===== config.mk =====
export PLATFORM = sky130hd
export DESIGN_NAME = opi_i2c_host
export DESIGN_NICKNAME = d
export VERILOG_FILES = /design/src/shared/opi_pkg.sv /design/src/core/opi_i2c_host.sv /design/src/core/opi_sync.sv
export VERILOG_INCLUDE_DIRS = /design/src /design/src/shared
export SDC_FILE = /design/constraint.sdc
export NUM_CORES = 1
export LEC_CHECK = 0
export BUFFER_PORTS_ARGS = -buffer_cell sky130_fd_sc_hd__buf_2
export CORE_MARGIN = 2
export CORE_UTILIZATION = 40
export DETAILED_ROUTE_END_ITERATION = 10
export PLACE_DENSITY_LB_ADDON = 0.05
export SYNTH_ARGS = -nofsm -noshare
export SYNTH_HDL_FRONTEND = slang
export SYNTH_HIERARCHICAL = 1
export SYNTH_SLANG_ARGS = --single-unit

===== constraint.sdc =====
create_clock -name aclk -period 2.6 [get_ports aclk]
set_input_delay 0.52 -clock aclk [delete_from_list [all_inputs] [get_ports aclk]]
set_output_delay 0.52 -clock aclk [all_outputs]
set_load 0.05 [all_outputs]

===== src/shared/opi_defines.svh =====
// Constants of the two-wire host for the pulled oscillator.
// Assumes a 25 MHz aclk and 8-bit byte addresses on the AXI4-Lite side.
`ifndef OPI_DEFINES_SVH
`define OPI_DEFINES_SVH

`define OPI_CLK_PERIOD_NS 40
`define OPI_SCL_MIN_PERIOD_NS 1000
`define OPI_QTR_CYC ((`OPI_SCL_MIN_PERIOD_NS + 4 * `OPI_CLK_PERIOD_NS - 1) \
  / (4 * `OPI_CLK_PERIOD_NS))
`define OPI_SETTLE_US 30
`define OPI_SETTLE_CYC (`OPI_SETTLE_US * 1000 / `OPI_CLK_PERIOD_NS)

`define OPI_OFF_CTRL 8'h00
`define OPI_OFF_ADDR 8'h04
`define OPI_OFF_WDATA 8'h08
`define OPI_OFF_STATUS 8'h0C
`define OPI_OFF_RDATA 8'h10
`define OPI_OFF_RANGE 8'h14

`define OPI_CTRL_GO 0
`define OPI_CTRL_RD 1
`define OPI_CTRL_TWO 2
`define OPI_STAT_BUSY 0
`define OPI_STAT_DONE 1
`define OPI_STAT_NACK 2
`define OPI_STAT_SETTLE 3

`define OPI_CTRL_RST 32'h0000_0000
`define OPI_ADDR_RST 32'h0000_0060
`define OPI_WDATA_RST 32'h0000_0000

`define OPI_DIR_READ 1'b0
`define OPI_DIR_WRITE 1'b1
`define OPI_REG_WORD_LOW 8'h00
`define OPI_REG_WORD_HIGH 8'h01
`define OPI_REG_PULL_RANGE 8'h02

`define OPI_RESP_OKAY 2'h0
`define OPI_RESP_SLVERR 2'h2

`endif


===== src/shared/opi_pkg.sv =====
// Types of the two-wire host for the pulled oscillator.
// Assumes opi_defines.svh for all numeric constants.
package opi_pkg;

  typedef enum logic [2:0] {
    OPI_ST_IDLE = 3'h0,
    OPI_ST_LOAD = 3'h1,
    OPI_ST_START = 3'h2,
    OPI_ST_BIT = 3'h3,
    OPI_ST_STOP = 3'h4
  } opi_state_type;

  typedef enum logic [1:0] {
    OPI_OP_START = 2'h0,
    OPI_OP_TX = 2'h1,
    OPI_OP_RX = 2'h2,
    OPI_OP_STOP = 2'h3
  } opi_op_type;

  typedef struct packed {
    logic rd;
    logic two;
    logic [6:0] dev;
    logic [7:0] regad;
    logic [31:0] data;
  } opi_req_type;

  typedef struct packed {
    logic scl;
    logic sda;
  } opi_pins_type;

  typedef struct packed {
    opi_op_type op;
    logic [7:0] tx;
  } opi_step_type;

endpackage

===== src/core/opi_i2c_host.sv =====
// Two-wire bus controller for the pulled oscillator, AXI4-Lite slave.
// Assumes open-drain pins with pull-ups outside and one target on the bus.
//
// Added by the designer: the AXI4-Lite interface to the registers.
`include "opi_defines.svh"

module opi_i2c_host (
  input wire aclk,
  input wire aresetn,
  input wire ce,
  input wire [7:0] awaddr,
  input wire awvalid,
  output logic awready,
  input wire [31:0] wdata,
  input wire [3:0] wstrb,
  input wire wvalid,
  output logic wready,
  output logic [1:0] bresp,
  output logic bvalid,
  input wire bready,
  input wire [7:0] araddr,
  input wire arvalid,
  output logic arready,
  output logic [31:0] rdata,
  output logic [1:0] rresp,
  output logic rvalid,
  input wire rready,
  input wire scl_i,
  output logic scl_o,
  output logic scl_oe,
  input wire sda_i,
  output logic sda_o,
  output logic sda_oe
);

  localparam logic [2:0] QTR_LAST = 3'(`OPI_QTR_CYC - 1);
  localparam logic [9:0] SETTLE_LAST = 10'(`OPI_SETTLE_CYC - 1);

  function automatic logic [31:0] apply_strb(
    input logic [31:0] old,
    input logic [31:0] nw,
    input logic [3:0] strb
  );
    logic [31:0] r;
    r = old;
    for (int i = 0; i < 4; i++) begin
      if (strb[i]) begin
        r[i*8 +: 8] = nw[i*8 +: 8];
      end
    end
    return r;
  endfunction

  function automatic logic mapped(input logic [7:0] a);
    return (a == `OPI_OFF_CTRL) || (a == `OPI_OFF_ADDR) ||
      (a == `OPI_OFF_WDATA) || (a == `OPI_OFF_STATUS) ||
      (a == `OPI_OFF_RDATA) || (a == `OPI_OFF_RANGE);
  endfunction

  // Byte sequence of one transfer, indexed by step
  function automatic opi_pkg::opi_step_type plan_step(
    input logic [2:0] s,
    input opi_pkg::opi_req_type r
  );
    opi_pkg::opi_step_type p;
    p.op = opi_pkg::OPI_OP_TX;
    p.tx = 8'h00;
    unique case (s)
      3'h0: p.op = opi_pkg::OPI_OP_START;
      // address phase always in write direction
      3'h1: p.tx = {r.dev, `OPI_DIR_WRITE};
      3'h2: p.tx = r.regad;
      3'h3: begin
        if (r.rd) begin
          p.op = opi_pkg::OPI_OP_START;
        end else begin
          p.tx = r.data[15:8];
        end
      end
      3'h4: begin
        if (r.rd) begin
          p.tx = {r.dev, `OPI_DIR_READ};
        end else begin
          p.tx = r.data[7:0];
        end
      end
      3'h5: begin
        if (r.rd) begin
          p.op = opi_pkg::OPI_OP_RX;
        end else if (r.two) begin
          p.tx = r.data[31:24];
        end else begin
          p.op = opi_pkg::OPI_OP_STOP;
        end
      end
      3'h6: begin
        if (r.rd) begin
          p.op = opi_pkg::OPI_OP_RX;
        end else begin
          p.tx = r.data[23:16];
        end
      end
      3'h7: p.op = opi_pkg::OPI_OP_STOP;
    endcase
    return p;
  endfunction

  // pull range code to ppm times 100
  function automatic logic [18:0] range_ppm(input logic [3:0] c);
    logic [18:0] v;
    v = 19'h00000;
    unique case (c)
      4'h0: v = 19'h00271;
      4'h1: v = 19'h003E8;
      4'h2: v = 19'h004E2;
      4'h3: v = 19'h009C4;
      4'h4: v = 19'h01388;
      4'h5: v = 19'h01F40;
      4'h6: v = 19'h02710;
      4'h7: v = 19'h030D4;
      4'h8: v = 19'h03A98;
      4'h9: v = 19'h04E20;
      4'hA: v = 19'h09C40;
      4'hB: v = 19'h0EA60;
      4'hC: v = 19'h13880;
      4'hD: v = 19'h1D4C0;
      4'hE: v = 19'h27100;
      4'hF: v = 19'h4E200;
    endcase
    return v;
  endfunction

  logic aw_full_q, w_full_q;
  logic [7:0] awaddr_q;
  logic [31:0] wdata_q;
  logic [3:0] wstrb_q;
  logic rd_q, two_q;
  logic [31:0] addr_q, wreg_q;
  logic [15:0] rword_q;
  logic done_q, nack_q;
  logic [9:0] settle_q;
  logic settling_q;
  opi_pkg::opi_state_type state_q;
  opi_pkg::opi_req_type req_q;
  logic [2:0] tick_q, step_q;
  logic [1:0] qtr_q;
  logic [3:0] bit_q;
  logic [7:0] sh_q;
  logic is_rx_q;

  wire opi_pkg::opi_pins_type pins_raw;
  wire opi_pkg::opi_pins_type pins_s;
  assign pins_raw = {scl_i, sda_i};

  opi_sync u_sync (
    .aclk(aclk),
    .aresetn(aresetn),
    .ce(ce),
    .pin_in(pins_raw),
    .pin_sync(pins_s)
  );

  wire busy = (state_q != opi_pkg::OPI_ST_IDLE);
  wire aw_hs = awvalid & awready;
  wire w_hs = wvalid & wready;
  wire ar_hs = arvalid & arready;
  wire do_wr = aw_full_q & w_full_q & ~bvalid;
  wire wr_ctrl = do_wr & (awaddr_q == `OPI_OFF_CTRL);
  wire wr_addr = do_wr & (awaddr_q == `OPI_OFF_ADDR);
  wire wr_wdata = do_wr & (awaddr_q == `OPI_OFF_WDATA);
  wire [31:0] ctrl_rd = {29'h0, two_q, rd_q, 1'b0};
  wire [31:0] ctrl_new = apply_strb(ctrl_rd, wdata_q, wstrb_q);
  wire go = wr_ctrl & ctrl_new[`OPI_CTRL_GO] & ~busy;
  wire [31:0] stat_rd = {28'h0, settling_q, nack_q, done_q, busy};
  wire [31:0] range_rd = {13'h0, range_ppm(rword_q[3:0])};
  wire [31:0] rd_mux =
    (araddr == `OPI_OFF_CTRL) ? ctrl_rd :
    (araddr == `OPI_OFF_ADDR) ? addr_q :
    (araddr == `OPI_OFF_WDATA) ? wreg_q :
    (araddr == `OPI_OFF_STATUS) ? stat_rd :
    (araddr == `OPI_OFF_RDATA) ? {16'h0, rword_q} :
    (araddr == `OPI_OFF_RANGE) ? range_rd : 32'h0;

  wire timed = (state_q == opi_pkg::OPI_ST_START) |
    (state_q == opi_pkg::OPI_ST_BIT) | (state_q == opi_pkg::OPI_ST_STOP);
  // Clock held low by the far end stretches the high quarter
  wire scl_stall = ~scl_oe & ~pins_s.scl;
  wire qtr_end = timed & (tick_q == QTR_LAST) & ~scl_stall;
  wire last_q = qtr_end & (qtr_q == 2'h3);
  wire ack_bit = (bit_q == 4'h8);
  wire opi_pkg::opi_step_type cur = plan_step(step_q, req_q);
  // writes reaching the high part start the settle wait
  wire hits_high = ~req_q.rd & ((req_q.regad == `OPI_REG_WORD_HIGH) |
    ((req_q.regad == `OPI_REG_WORD_LOW) & req_q.two));

  always_ff @(posedge aclk) begin
    if (!aresetn) begin
      awready <= 1'b0;
      wready <= 1'b0;
      aw_full_q <= 1'b0;
      w_full_q <= 1'b0;
      awaddr_q <= 8'h00;
      wdata_q <= 32'h0;
      wstrb_q <= 4'h0;
      bvalid <= 1'b0;
      bresp <= `OPI_RESP_OKAY;
    end else if (ce) begin
      if (aw_hs) begin
        awaddr_q <= awaddr;
        aw_full_q <= 1'b1;
        awready <= 1'b0;
      end else if (!aw_full_q && !bvalid) begin
        awready <= 1'b1;
      end
      if (w_hs) begin
        wdata_q <= wdata;
        wstrb_q <= wstrb;
        w_full_q <= 1'b1;
        wready <= 1'b0;
      end else if (!w_full_q && !bvalid) begin
        wready <= 1'b1;
      end
      if (do_wr) begin
        aw_full_q <= 1'b0;
        w_full_q <= 1'b0;
        bvalid <= 1'b1;
        bresp <= mapped(awaddr_q) ? `OPI_RESP_OKAY : `OPI_RESP_SLVERR;
      end else if (bvalid && bready) begin
        bvalid <= 1'b0;
      end
    end
  end

  always_ff @(posedge aclk) begin
    if (!aresetn) begin
      arready <= 1'b0;
      rvalid <= 1'b0;
      rdata <= 32'h0;
      rresp <= `OPI_RESP_OKAY;
    end else if (ce) begin
      if (ar_hs) begin
        arready <= 1'b0;
        rvalid <= 1'b1;
        rdata <= rd_mux;
        rresp <= mapped(araddr) ? `OPI_RESP_OKAY : `OPI_RESP_SLVERR;
      end else if (rvalid && rready) begin
        rvalid <= 1'b0;
      end else if (!rvalid) begin
        arready <= 1'b1;
      end
    end
  end

  always_ff @(posedge aclk) begin
    if (!aresetn) begin
      rd_q <= 1'(`OPI_CTRL_RST >> `OPI_CTRL_RD);
      two_q <= 1'(`OPI_CTRL_RST >> `OPI_CTRL_TWO);
      addr_q <= `OPI_ADDR_RST;
      wreg_q <= `OPI_WDATA_RST;
    end else if (ce) begin
      if (wr_ctrl) begin
        rd_q <= ctrl_new[`OPI_CTRL_RD];
        two_q <= ctrl_new[`OPI_CTRL_TWO];
      end
      if (wr_addr) begin
        addr_q <= apply_strb(addr_q, wdata_q, wstrb_q) & 32'h0000_FF7F;
      end
      if (wr_wdata) begin
        wreg_q <= apply_strb(wreg_q, wdata_q, wstrb_q);
      end
    end
  end

  always_ff @(posedge aclk) begin
    if (!aresetn) begin
      tick_q <= 3'h0;
      qtr_q <= 2'h0;
    end else if (ce) begin
      if (!timed || qtr_end) begin
        tick_q <= 3'h0;
      end else if (tick_q != QTR_LAST) begin
        tick_q <= tick_q + 3'h1;
      end
      if (!timed) begin
        qtr_q <= 2'h0;
      end else if (qtr_end) begin
        qtr_q <= qtr_q + 2'h1;
      end
    end
  end

  always_ff @(posedge aclk) begin
    if (!aresetn) begin
      state_q <= opi_pkg::OPI_ST_IDLE;
      req_q <= '0;
      step_q <= 3'h0;
      bit_q <= 4'h0;
      sh_q <= 8'h00;
      is_rx_q <= 1'b0;
      rword_q <= 16'h0;
      done_q <= 1'b0;
      nack_q <= 1'b0;
    end else if (ce) begin
      unique case (state_q)
        opi_pkg::OPI_ST_IDLE: begin
          if (go) begin
            state_q <= opi_pkg::OPI_ST_LOAD;
            step_q <= 3'h0;
            done_q <= 1'b0;
            nack_q <= 1'b0;
            req_q <= {ctrl_new[`OPI_CTRL_RD], ctrl_new[`OPI_CTRL_TWO],
              addr_q[6:0], addr_q[15:8], wreg_q};
          end
        end
        opi_pkg::OPI_ST_LOAD: begin
          bit_q <= 4'h0;
          sh_q <= cur.tx;
          is_rx_q <= (cur.op == opi_pkg::OPI_OP_RX);
          unique case (cur.op)
            opi_pkg::OPI_OP_START: state_q <= opi_pkg::OPI_ST_START;
            opi_pkg::OPI_OP_TX: state_q <= opi_pkg::OPI_ST_BIT;
            opi_pkg::OPI_OP_RX: state_q <= opi_pkg::OPI_ST_BIT;
            opi_pkg::OPI_OP_STOP: state_q <= opi_pkg::OPI_ST_STOP;
          endcase
        end
        opi_pkg::OPI_ST_START: begin
          if (last_q) begin
            step_q <= step_q + 3'h1;
            state_q <= opi_pkg::OPI_ST_LOAD;
          end
        end
        opi_pkg::OPI_ST_BIT: begin
          if (last_q) begin
            if (!ack_bit) begin
              // shift out and in, MSB first
              sh_q <= {sh_q[6:0], pins_s.sda};
              bit_q <= bit_q + 4'h1;
            end else if (!is_rx_q && pins_s.sda) begin
              nack_q <= 1'b1;
              state_q <= opi_pkg::OPI_ST_STOP;
            end else begin
              step_q <= step_q + 3'h1;
              state_q <= opi_pkg::OPI_ST_LOAD;
              if (is_rx_q && step_q == 3'h5) begin
                rword_q[15:8] <= sh_q;
              end
              if (is_rx_q && step_q == 3'h6) begin
                rword_q[7:0] <= sh_q;
              end
            end
          end
        end
        opi_pkg::OPI_ST_STOP: begin
          if (last_q) begin
            state_q <= opi_pkg::OPI_ST_IDLE;
            done_q <= 1'b1;
          end
        end
        default: state_q <= opi_pkg::OPI_ST_IDLE;
      endcase
    end
  end

  // data moves a quarter after clock falls
  always_ff @(posedge aclk) begin
    if (!aresetn) begin
      scl_oe <= 1'b0;
      sda_oe <= 1'b0;
    end else if (ce && qtr_end) begin
      unique case (state_q)
        opi_pkg::OPI_ST_START: begin
          // release data, raise clock, then drop data
          unique case (qtr_q)
            2'h0: sda_oe <= 1'b0;
            2'h1: scl_oe <= 1'b0;
            2'h2: sda_oe <= 1'b1;
            2'h3: scl_oe <= 1'b1;
          endcase
        end
        opi_pkg::OPI_ST_BIT: begin
          unique case (qtr_q)
            2'h0: begin
              if (ack_bit) begin
                // release on ninth clock when sending
                sda_oe <= is_rx_q;
              end else begin
                sda_oe <= ~is_rx_q & ~sh_q[7];
              end
            end
            2'h1: scl_oe <= 1'b0;
            2'h2: scl_oe <= 1'b0;
            2'h3: scl_oe <= 1'b1;
          endcase
        end
        opi_pkg::OPI_ST_STOP: begin
          unique case (qtr_q)
            2'h0: sda_oe <= 1'b1;
            2'h1: scl_oe <= 1'b0;
            2'h2: sda_oe <= 1'b0;
            2'h3: sda_oe <= 1'b0;
          endcase
        end
        default: sda_oe <= sda_oe;
      endcase
    end
  end

  // Open-drain pins only ever pull low
  always_ff @(posedge aclk) begin
    if (!aresetn) begin
      scl_o <= 1'b0;
      sda_o <= 1'b0;
    end else if (ce) begin
      scl_o <= 1'b0;
      sda_o <= 1'b0;
    end
  end

  // settle wait after a new control word
  always_ff @(posedge aclk) begin
    if (!aresetn) begin
      settle_q <= 10'h000;
      settling_q <= 1'b0;
    end else if (ce) begin
      if (state_q == opi_pkg::OPI_ST_STOP && last_q && hits_high &&
          !nack_q) begin
        settle_q <= 10'h000;
        settling_q <= 1'b1;
      end else if (settling_q) begin
        if (settle_q == SETTLE_LAST) begin
          settling_q <= 1'b0;
        end else begin
          settle_q <= settle_q + 10'h001;
        end
      end
    end
  end

endmodule // opi_i2c_host


===== src/core/opi_sync.sv =====
// Two-flop synchroniser for the bus clock and data lines.
// Assumes the lines idle high, so reset loads ones.
module opi_sync (
  input wire aclk,
  input wire aresetn,
  input wire ce,
  input opi_pkg::opi_pins_type pin_in,
  output opi_pkg::opi_pins_type pin_sync
);

  opi_pkg::opi_pins_type meta_q;
  opi_pkg::opi_pins_type sync_q;

  always_ff @(posedge aclk) begin
    if (!aresetn) begin
      meta_q <= 2'h3;
      sync_q <= 2'h3;
    end else if (ce) begin
      meta_q <= pin_in;
      sync_q <= meta_q;
    end
  end

  assign pin_sync = sync_q;

endmodule // opi_sync


==> impl_metrics.env, run 1 <==
export IMPL_async_flop_share_pct=0
export IMPL_num_io_pins=107
export IMPL_core_rowCount=61
export IMPL_drive_gt1_share_pct=15.5
export IMPL_slowest_delay_ns=0.41
export IMPL_grt_pass1_vias=8965
export IMPL_n_fill_cell=2825
export IMPL_required_ns=3.03
export IMPL_h_tree_depth=1
export IMPL_yosysTopAreaCellShare_pct=46.6
export IMPL_ys_types=75
export IMPL_worstPathArrival_ns=2.93
export IMPL_hold_viol_final=0
export IMPL_n_antenna_cell=0
export IMPL_port_buffers=102
export IMPL_skew_ns=0.0115
export IMPL_period_share_pct=96.2
export IMPL_setup_viol=0
export IMPL_ys_ff_latch=261
export IMPL_drt_first_pass_iters=6
export IMPL_clk_latency_ns=0.54
export IMPL_first_iter_violations=677
export IMPL_fmax_mhz=400
export IMPL_grt_max_degree=198
export IMPL_wl_um=32500
export IMPL_synth_cells=1362
export IMPL_cts_buffers_inserted=29
export IMPL_gr_usage_met2_pct=35.2
export IMPL_drt_vias_per_instance=5.21
export IMPL_cp_cell_sequence="ha_4 -> nand3_2 -> nor4_4 -> buf_6 -> nand3_1 -> a21o_4 -> buf_4 -> ha_1 -> and3_1 -> a221o_1"
export IMPL_grt_busiest_layer="met2"
export IMPL_start_util_pct=40.5
export IMPL_grt_use_met3_pct=2.42
export IMPL_yosys_most_used_dff="dfxtp_1"
export IMPL_num_vias=9648
export IMPL_cts_tree="yes"
export IMPL_slew_headroom_pct=30.0
export IMPL_cap_violations=0
export IMPL_coreArea_um2=27700
export IMPL_die_h_um=171
export IMPL_grt_pass1_wl_um=50300
export IMPL_worstPathMaxFanout=6
export IMPL_seq_area_frac_synth_pct=46.6
export IMPL_root_buffer="clkbuf_16"
export IMPL_dpl_cell_area_um2=12200
export IMPL_fin_crit_ns=2.50
export IMPL_grtUsageTotal_pct=21.9
export IMPL_worst_pin_slew_ns=1.05
export IMPL_cts_hold_buffers=0
export IMPL_synth_edf_count=0
export IMPL_antenna_left=0
export IMPL_grt_antenna_before_repair=0
export IMPL_grtUsageMet1_pct=31.7
export IMPL_fp_dieW_um=171
export IMPL_netlist_area_um2=11200
export IMPL_final_nets=1539
export IMPL_drc=0
export IMPL_dpl_cell_count=1795
export IMPL_critPathKind="reg -> reg"
export IMPL_hp_class="in -> reg"
export IMPL_yosysTopAreaCell="dfxtp_1"
export IMPL_worstSetupStartpointType="register"
export IMPL_synth_area_leaders="dfxtp_1 47%, nand2_1 9.4%, a21oi_1 8.3%"
export IMPL_area_growth_syn_to_layout_pct=18.2
export IMPL_syn_area_per_cell_um2=8.24
export IMPL_cp_slowest_cell="dfxtp_1"
export IMPL_final_area_um2=13300
export IMPL_clockBufferDepth=3
export IMPL_status="finished clean"
export IMPL_clk_pin_slew_ns=0.06
export IMPL_yosys_warnings=6
export IMPL_powerDensity_nw_per_um2=642
export IMPL_post_drt_wl_per_cell_um=17.5
export IMPL_dieArea_um2=29400
export IMPL_ir_drop_mv=0.460
export IMPL_finalMaxSlewViolations=0
export IMPL_hpwl_um=22900
export IMPL_grt_overflow=0
export IMPL_end_kind="register"
export IMPL_p_leak_nw=5.23
export IMPL_cts_sinks=261
export IMPL_fin_cells=1853
export IMPL_gp_congestion=0.865
==> cell usage after synthesis, drive strengths merged (2+ instances only) <==
cell type	instances
o2111ai	2
nor4	7
a21boi	3
xnor2	5
a21oi	188
mux2i	49
a21o	2
o31ai	13
nand4b	4
nor3	25
nand3	48
o22ai	7
mux2	7
o211ai	4
dfxtp	261
xor2	5
and3	8
a22oi	31
nand4	6
a221o	8
and3b	2
a32oi	2
inv	25
nor3b	4
nor2	119
nand2	284
a2111oi	2
a31oi	12
nand3b	3
ha	25
and2	15
a222oi	8
or3	5
nand2b	14
o21ai	25
a211oi	7
clkbuf	69
nor2b	8
buf	27
a221oi	2
==> metrics by stage <==
| stage | util [%] | setup TNS (ns) | setup WS [ns] | hold slack [ns] | power (mW) |
|---|---|---|---|---|---|
| global placement | 44.1 | -2.74 | -0.0846 | 0.432 | 4.47 |
| finish | 47.9 | 0 | 0.0990 | 0.199 | 8.52 |
| detailed placement | 44.1 | -4.42 | -0.129 | 0.430 | 4.47 |
| global route | 47.9 | -0.00554 | -0.00554 | 0.193 | 8.81 |
| floorplan | - | 0 | 0.150 | 0.417 | 4.35 |
| CTS | 47.6 | 0 | 0.00637 | 0.181 | 8.62 |
==> final cells by class <==
class	count	area (µm²)	share of cell area (%)
flip-flops and latches	261	5230	39.4
well taps	378	473	3.57
inverters	26	110	0.830
clock buffers	43	838	6.32
multi-input cells	982	5530	41.7
repair buffers	152	952	7.18
clock inverters	11	134	1.01
==> worst max-delay path: cells and delay by family (launching register included) <==
kind                       cells  cell delay, ns
adders and majority gates      2            0.41
AOI/OAI and AO/OA              2            0.51
DFF                            1            0.41
buffers and inverters          2            0.32
and+or+nand+nor                4            0.73
==> what timing repair did <==
item                                    CTS  global route
endpoints found under the setup margin   11            14
resized for setup                         3             5
pin swaps                                 0             2
buffers inserted                          0             4
==> cell families after synthesis <==
family | count (synthesis) | synth area share, %
and+or+nand+nor | 558 | 22.1
other | 1 | 0.0334
AOI/OAI and AO/OA | 329 | 17.9
buffers and inverters | 122 | 4.68
DFF | 261 | 46.6
muxes | 56 | 5.21
xor gates and xnor gates | 10 | 0.780
adders and majority gates | 25 | 2.79
==> path summary, 6_finish.rpt <==
check,startpoint,endpoint,slack [ns],cells past startpoint
worst max-delay path,step_q[1],range_rd[10],0.1,10
worst min-delay path,scl_i,u_sync/meta_q[1],0.20,3
worst max register to register,step_q[1],range_rd[10],0.1,10
worst min register to register,range_rd[16],rdata[16],0.44,2
==> placed cells by master, fill, tap and decap left out, types with 12 or more instances in the layout <==
master,netlist,layout
nand2_1,281,281
dfxtp_1,261,260
a21oi_1,187,187
nor2_1,119,118
buf_2,7,102
mux2i_1,49,49
nand3_1,48,47
buf_4,8,44
a22oi_1,31,31
clkbuf_16,0,29
nor3_1,25,25
o21ai_0,24,24
ha_1,25,24
inv_1,22,21
and2_1,15,15
nand2b_1,14,14
o31ai_1,13,13
a31oi_1,12,12
==> power breakdown <==
group | internal, mW | leakage [nW] | switching [mW]
registers | 4.03 | 2.11 | 0.0265
clock network | 2.52 | 0.484 | 1.62
logic | 0.0955 | 2.64 | 0.227
==> metal layers <==
metal,up-vias,routed length (µm)
li1,4890,-
met1,4530,16000
met2,196,14700
met3,32,1250
met4,0,513
met5,-,0
==> registers in the layout (all words and copies together) (netlist names), 2 cells and up <==
signal / cells
req_q: 49
rdata: 32
wdata_q: 32
wreg_q: 32
range_rd: 19
rword_q: 16
addr_q: 15
settle_q: 10
awaddr_q: 8
sh_q: 8
bit_q: 4
wstrb_q: 4
state_q: 3
step_q: 3
tick_q: 3
qtr_q: 2
u_sync/meta_q: 2
u_sync/pin_sync: 2
Note: power is estimated with default switching activity, not from simulation.
==> inputs of run 2 (changes only) <==
Settings changed: ABC_AREA set to 1, CORE_MARGIN 2 to 8.
==> impl_metrics.env, run 2 <==
export IMPL_ys_ff_latch=261
export IMPL_final_nets=1672
export IMPL_cts_tree="yes"
export IMPL_setup_viol=0
export IMPL_layout_commonest_cell="dfxtp_1"
export IMPL_powerDensity_nw_per_um2=643
export IMPL_coreArea_um2=28400
export IMPL_root_buffer="clkbuf_16"
export IMPL_wl_um=33800
export IMPL_worstPathMaxFanout=7
export IMPL_period_share_pct=92.0
export IMPL_final_area_um2=13300
export IMPL_async_flop_share_pct=0
export IMPL_yosys_warnings=6
export IMPL_final_cell_mix="261 x dfxtp_1, 228 x nand2_1, 186 x inv_1"
export IMPL_status="finished clean"
export IMPL_grt_overflow=0
export IMPL_core_rowCount=62
export IMPL_grt_use_met3_pct=3.00
export IMPL_first_iter_violations=726
export IMPL_hpwl_um=24300
export IMPL_worst_pin_slew_ns=0.623
export IMPL_post_cts_buffers=0
export IMPL_whs_path_depth=3
export IMPL_largest_register="req_q"
export IMPL_dpl_cell_area_um2=12400
export IMPL_drt_vias_per_instance=5.04
export IMPL_slew_headroom_pct=58.1
export IMPL_worstPathArrival_ns=2.84
export IMPL_syn_area_per_cell_um2=7.62
export IMPL_drive_gt1_share_pct=14.1
export IMPL_p_leak_nw=5.28
export IMPL_die_h_um=185
export IMPL_hp_class="in -> reg"
export IMPL_dpl_cell_count=1938
export IMPL_num_io_pins=107
export IMPL_skew_ns=0.0128
export IMPL_dieArea_um2=34200
export IMPL_gr_usage_met2_pct=30.5
export IMPL_grt_busiest_layer="met2"
export IMPL_gp_congestion=0.884
export IMPL_ir_drop_mv=0.492
export IMPL_largest_reg_flops=49
export IMPL_fmax_mhz=418
export IMPL_synth_area_leaders="dfxtp_1 46%, a21oi_1 7.9%, nand2_1 7.5%"
export IMPL_grt_pass1_vias=9539
export IMPL_drt_first_pass_iters=5
export IMPL_fin_crit_ns=2.39
export IMPL_rsz0062_at_grt="false"
export IMPL_yosysTopAreaCellShare_pct=45.8
export IMPL_fin_cells=1991
export IMPL_cts_sinks=261
export IMPL_n_antenna_cell=0
export IMPL_cts_resized=0
export IMPL_cts_hold_buffers=0
export IMPL_synth_edf_count=0
export IMPL_clk_pin_slew_ns=0.06
export IMPL_cap_violations=0
export IMPL_end_kind="register"
export IMPL_grtUsageMet1_pct=27.5
export IMPL_post_drt_wl_per_cell_um=17.0
export IMPL_clockBufferDepth=3
export IMPL_grtUsageTotal_pct=19.5
export IMPL_yosys_most_used_dff="dfxtp_1"
export IMPL_area_growth_syn_to_layout_pct=16.6
export IMPL_finalMaxSlewViolations=0
export IMPL_yosysTopAreaCell="dfxtp_1"
export IMPL_drc=0
export IMPL_grt_antenna_before_repair=0
export IMPL_hold_viol_final=0
export IMPL_seq_area_frac_synth_pct=45.8
export IMPL_ys_types=52
export IMPL_reg2regPathDepth=12
export IMPL_critPathKind="reg -> reg"
export IMPL_fp_dieW_um=185
export IMPL_whs_ns=0.195
export IMPL_worstSetupStartpointType="register"
export IMPL_worstSetupStartpoint="step_q[1]"
export IMPL_finalSetupTns_ns=0
export IMPL_reg2reg_from="step_q[1]"
export IMPL_cts_buffers_inserted=29
export IMPL_synth_cells=1498
export IMPL_port_buffers=102
export IMPL_clk_latency_ns=0.56
export IMPL_h_tree_depth=1
export IMPL_synth_most_common_cell="dfxtp_1"
export IMPL_start_util_pct=40.2
export IMPL_min_delay_start="sda_i"
export IMPL_antenna_left=0
export IMPL_netlist_area_um2=11400
export IMPL_grt_max_degree=125
export IMPL_num_vias=10000
export IMPL_grt_pass1_wl_um=53200
export IMPL_required_ns=3.05
export IMPL_synth_common_cells="261 x dfxtp_1, 229 x nand2_1, 187 x inv_1"
-- run 2: worst paths after layout --
kind	end	slack, ns
max	state_q[0]	0.21
min	u_sync/meta_q[0]	0.20
max reg2reg	state_q[0]	0.21
min reg2reg	wdata_q[27]	0.45
-- run 2: cell type report --
type	count	area, µm²
Fill cell	2921	15100
Sequential cell	261	5230
Multi-Input combinational cell	965	5120
Clock buffer	39	833
Timing Repair Buffer	133	821
Inverter	195	733
Tap cell	384	480
Clock inverter	14	97.6
-- run 2: worst max-delay path: stages, from the launching register on --
cell and delay, ns:
dfxtp_1 0.37, inv_1 0.08, ha_1 0.21, nand2_2 0.17, inv_1 0.14, nor3_1 0.22
or2_2 0.14, and3_1 0.20, inv_1 0.06, ha_1 0.30, a21o_1 0.16, o21ai_0 0.18
a21oi_1 0.06
-- run 2: kinds of logic (layout without fill, tap and decap cells) --
family	count (synthesis)	after routing	share of synthesized area (%)
AO/OA/AOI/OAI	444	444	21.9
XOR/XNOR	4	4	0.307
adder cells (fa/ha/maj)	25	25	2.74
buffers and inverters	275	381	9.64
flip-flops	261	261	45.8
other	1	4	0.0328
AND/OR/NAND/NOR	488	488	19.6
-- run 2: report_power, final --
part / total [mW] / switching [mW] / internal [mW]
Sequential: 4.12 / 0.0539 / 4.07
Combinational: 0.458 / 0.318 / 0.140
Clock: 3.98 / 1.73 / 2.26
Total: 8.56 / 2.10 / 6.46
-- run 2: routing by layer --
layer  up-vias  part of all wire, %
met5         -                    0
met4         0                  2.1
met3        56                  4.3
met2       197                   44
met1      4600                   50
li1       5176                    -
-- run 2: through the flow --
step | power [mW] | utilization, % | setup WS [ns]
floorplan | 4.49 | - | 0.302
global placement | 4.66 | 43.6 | 0.0331
detailed placement | 4.67 | 43.6 | 0.0243
CTS | 8.67 | 46.9 | 0.111
global route | 8.92 | 46.9 | 0.00571
finish | 8.56 | 46.9 | 0.207
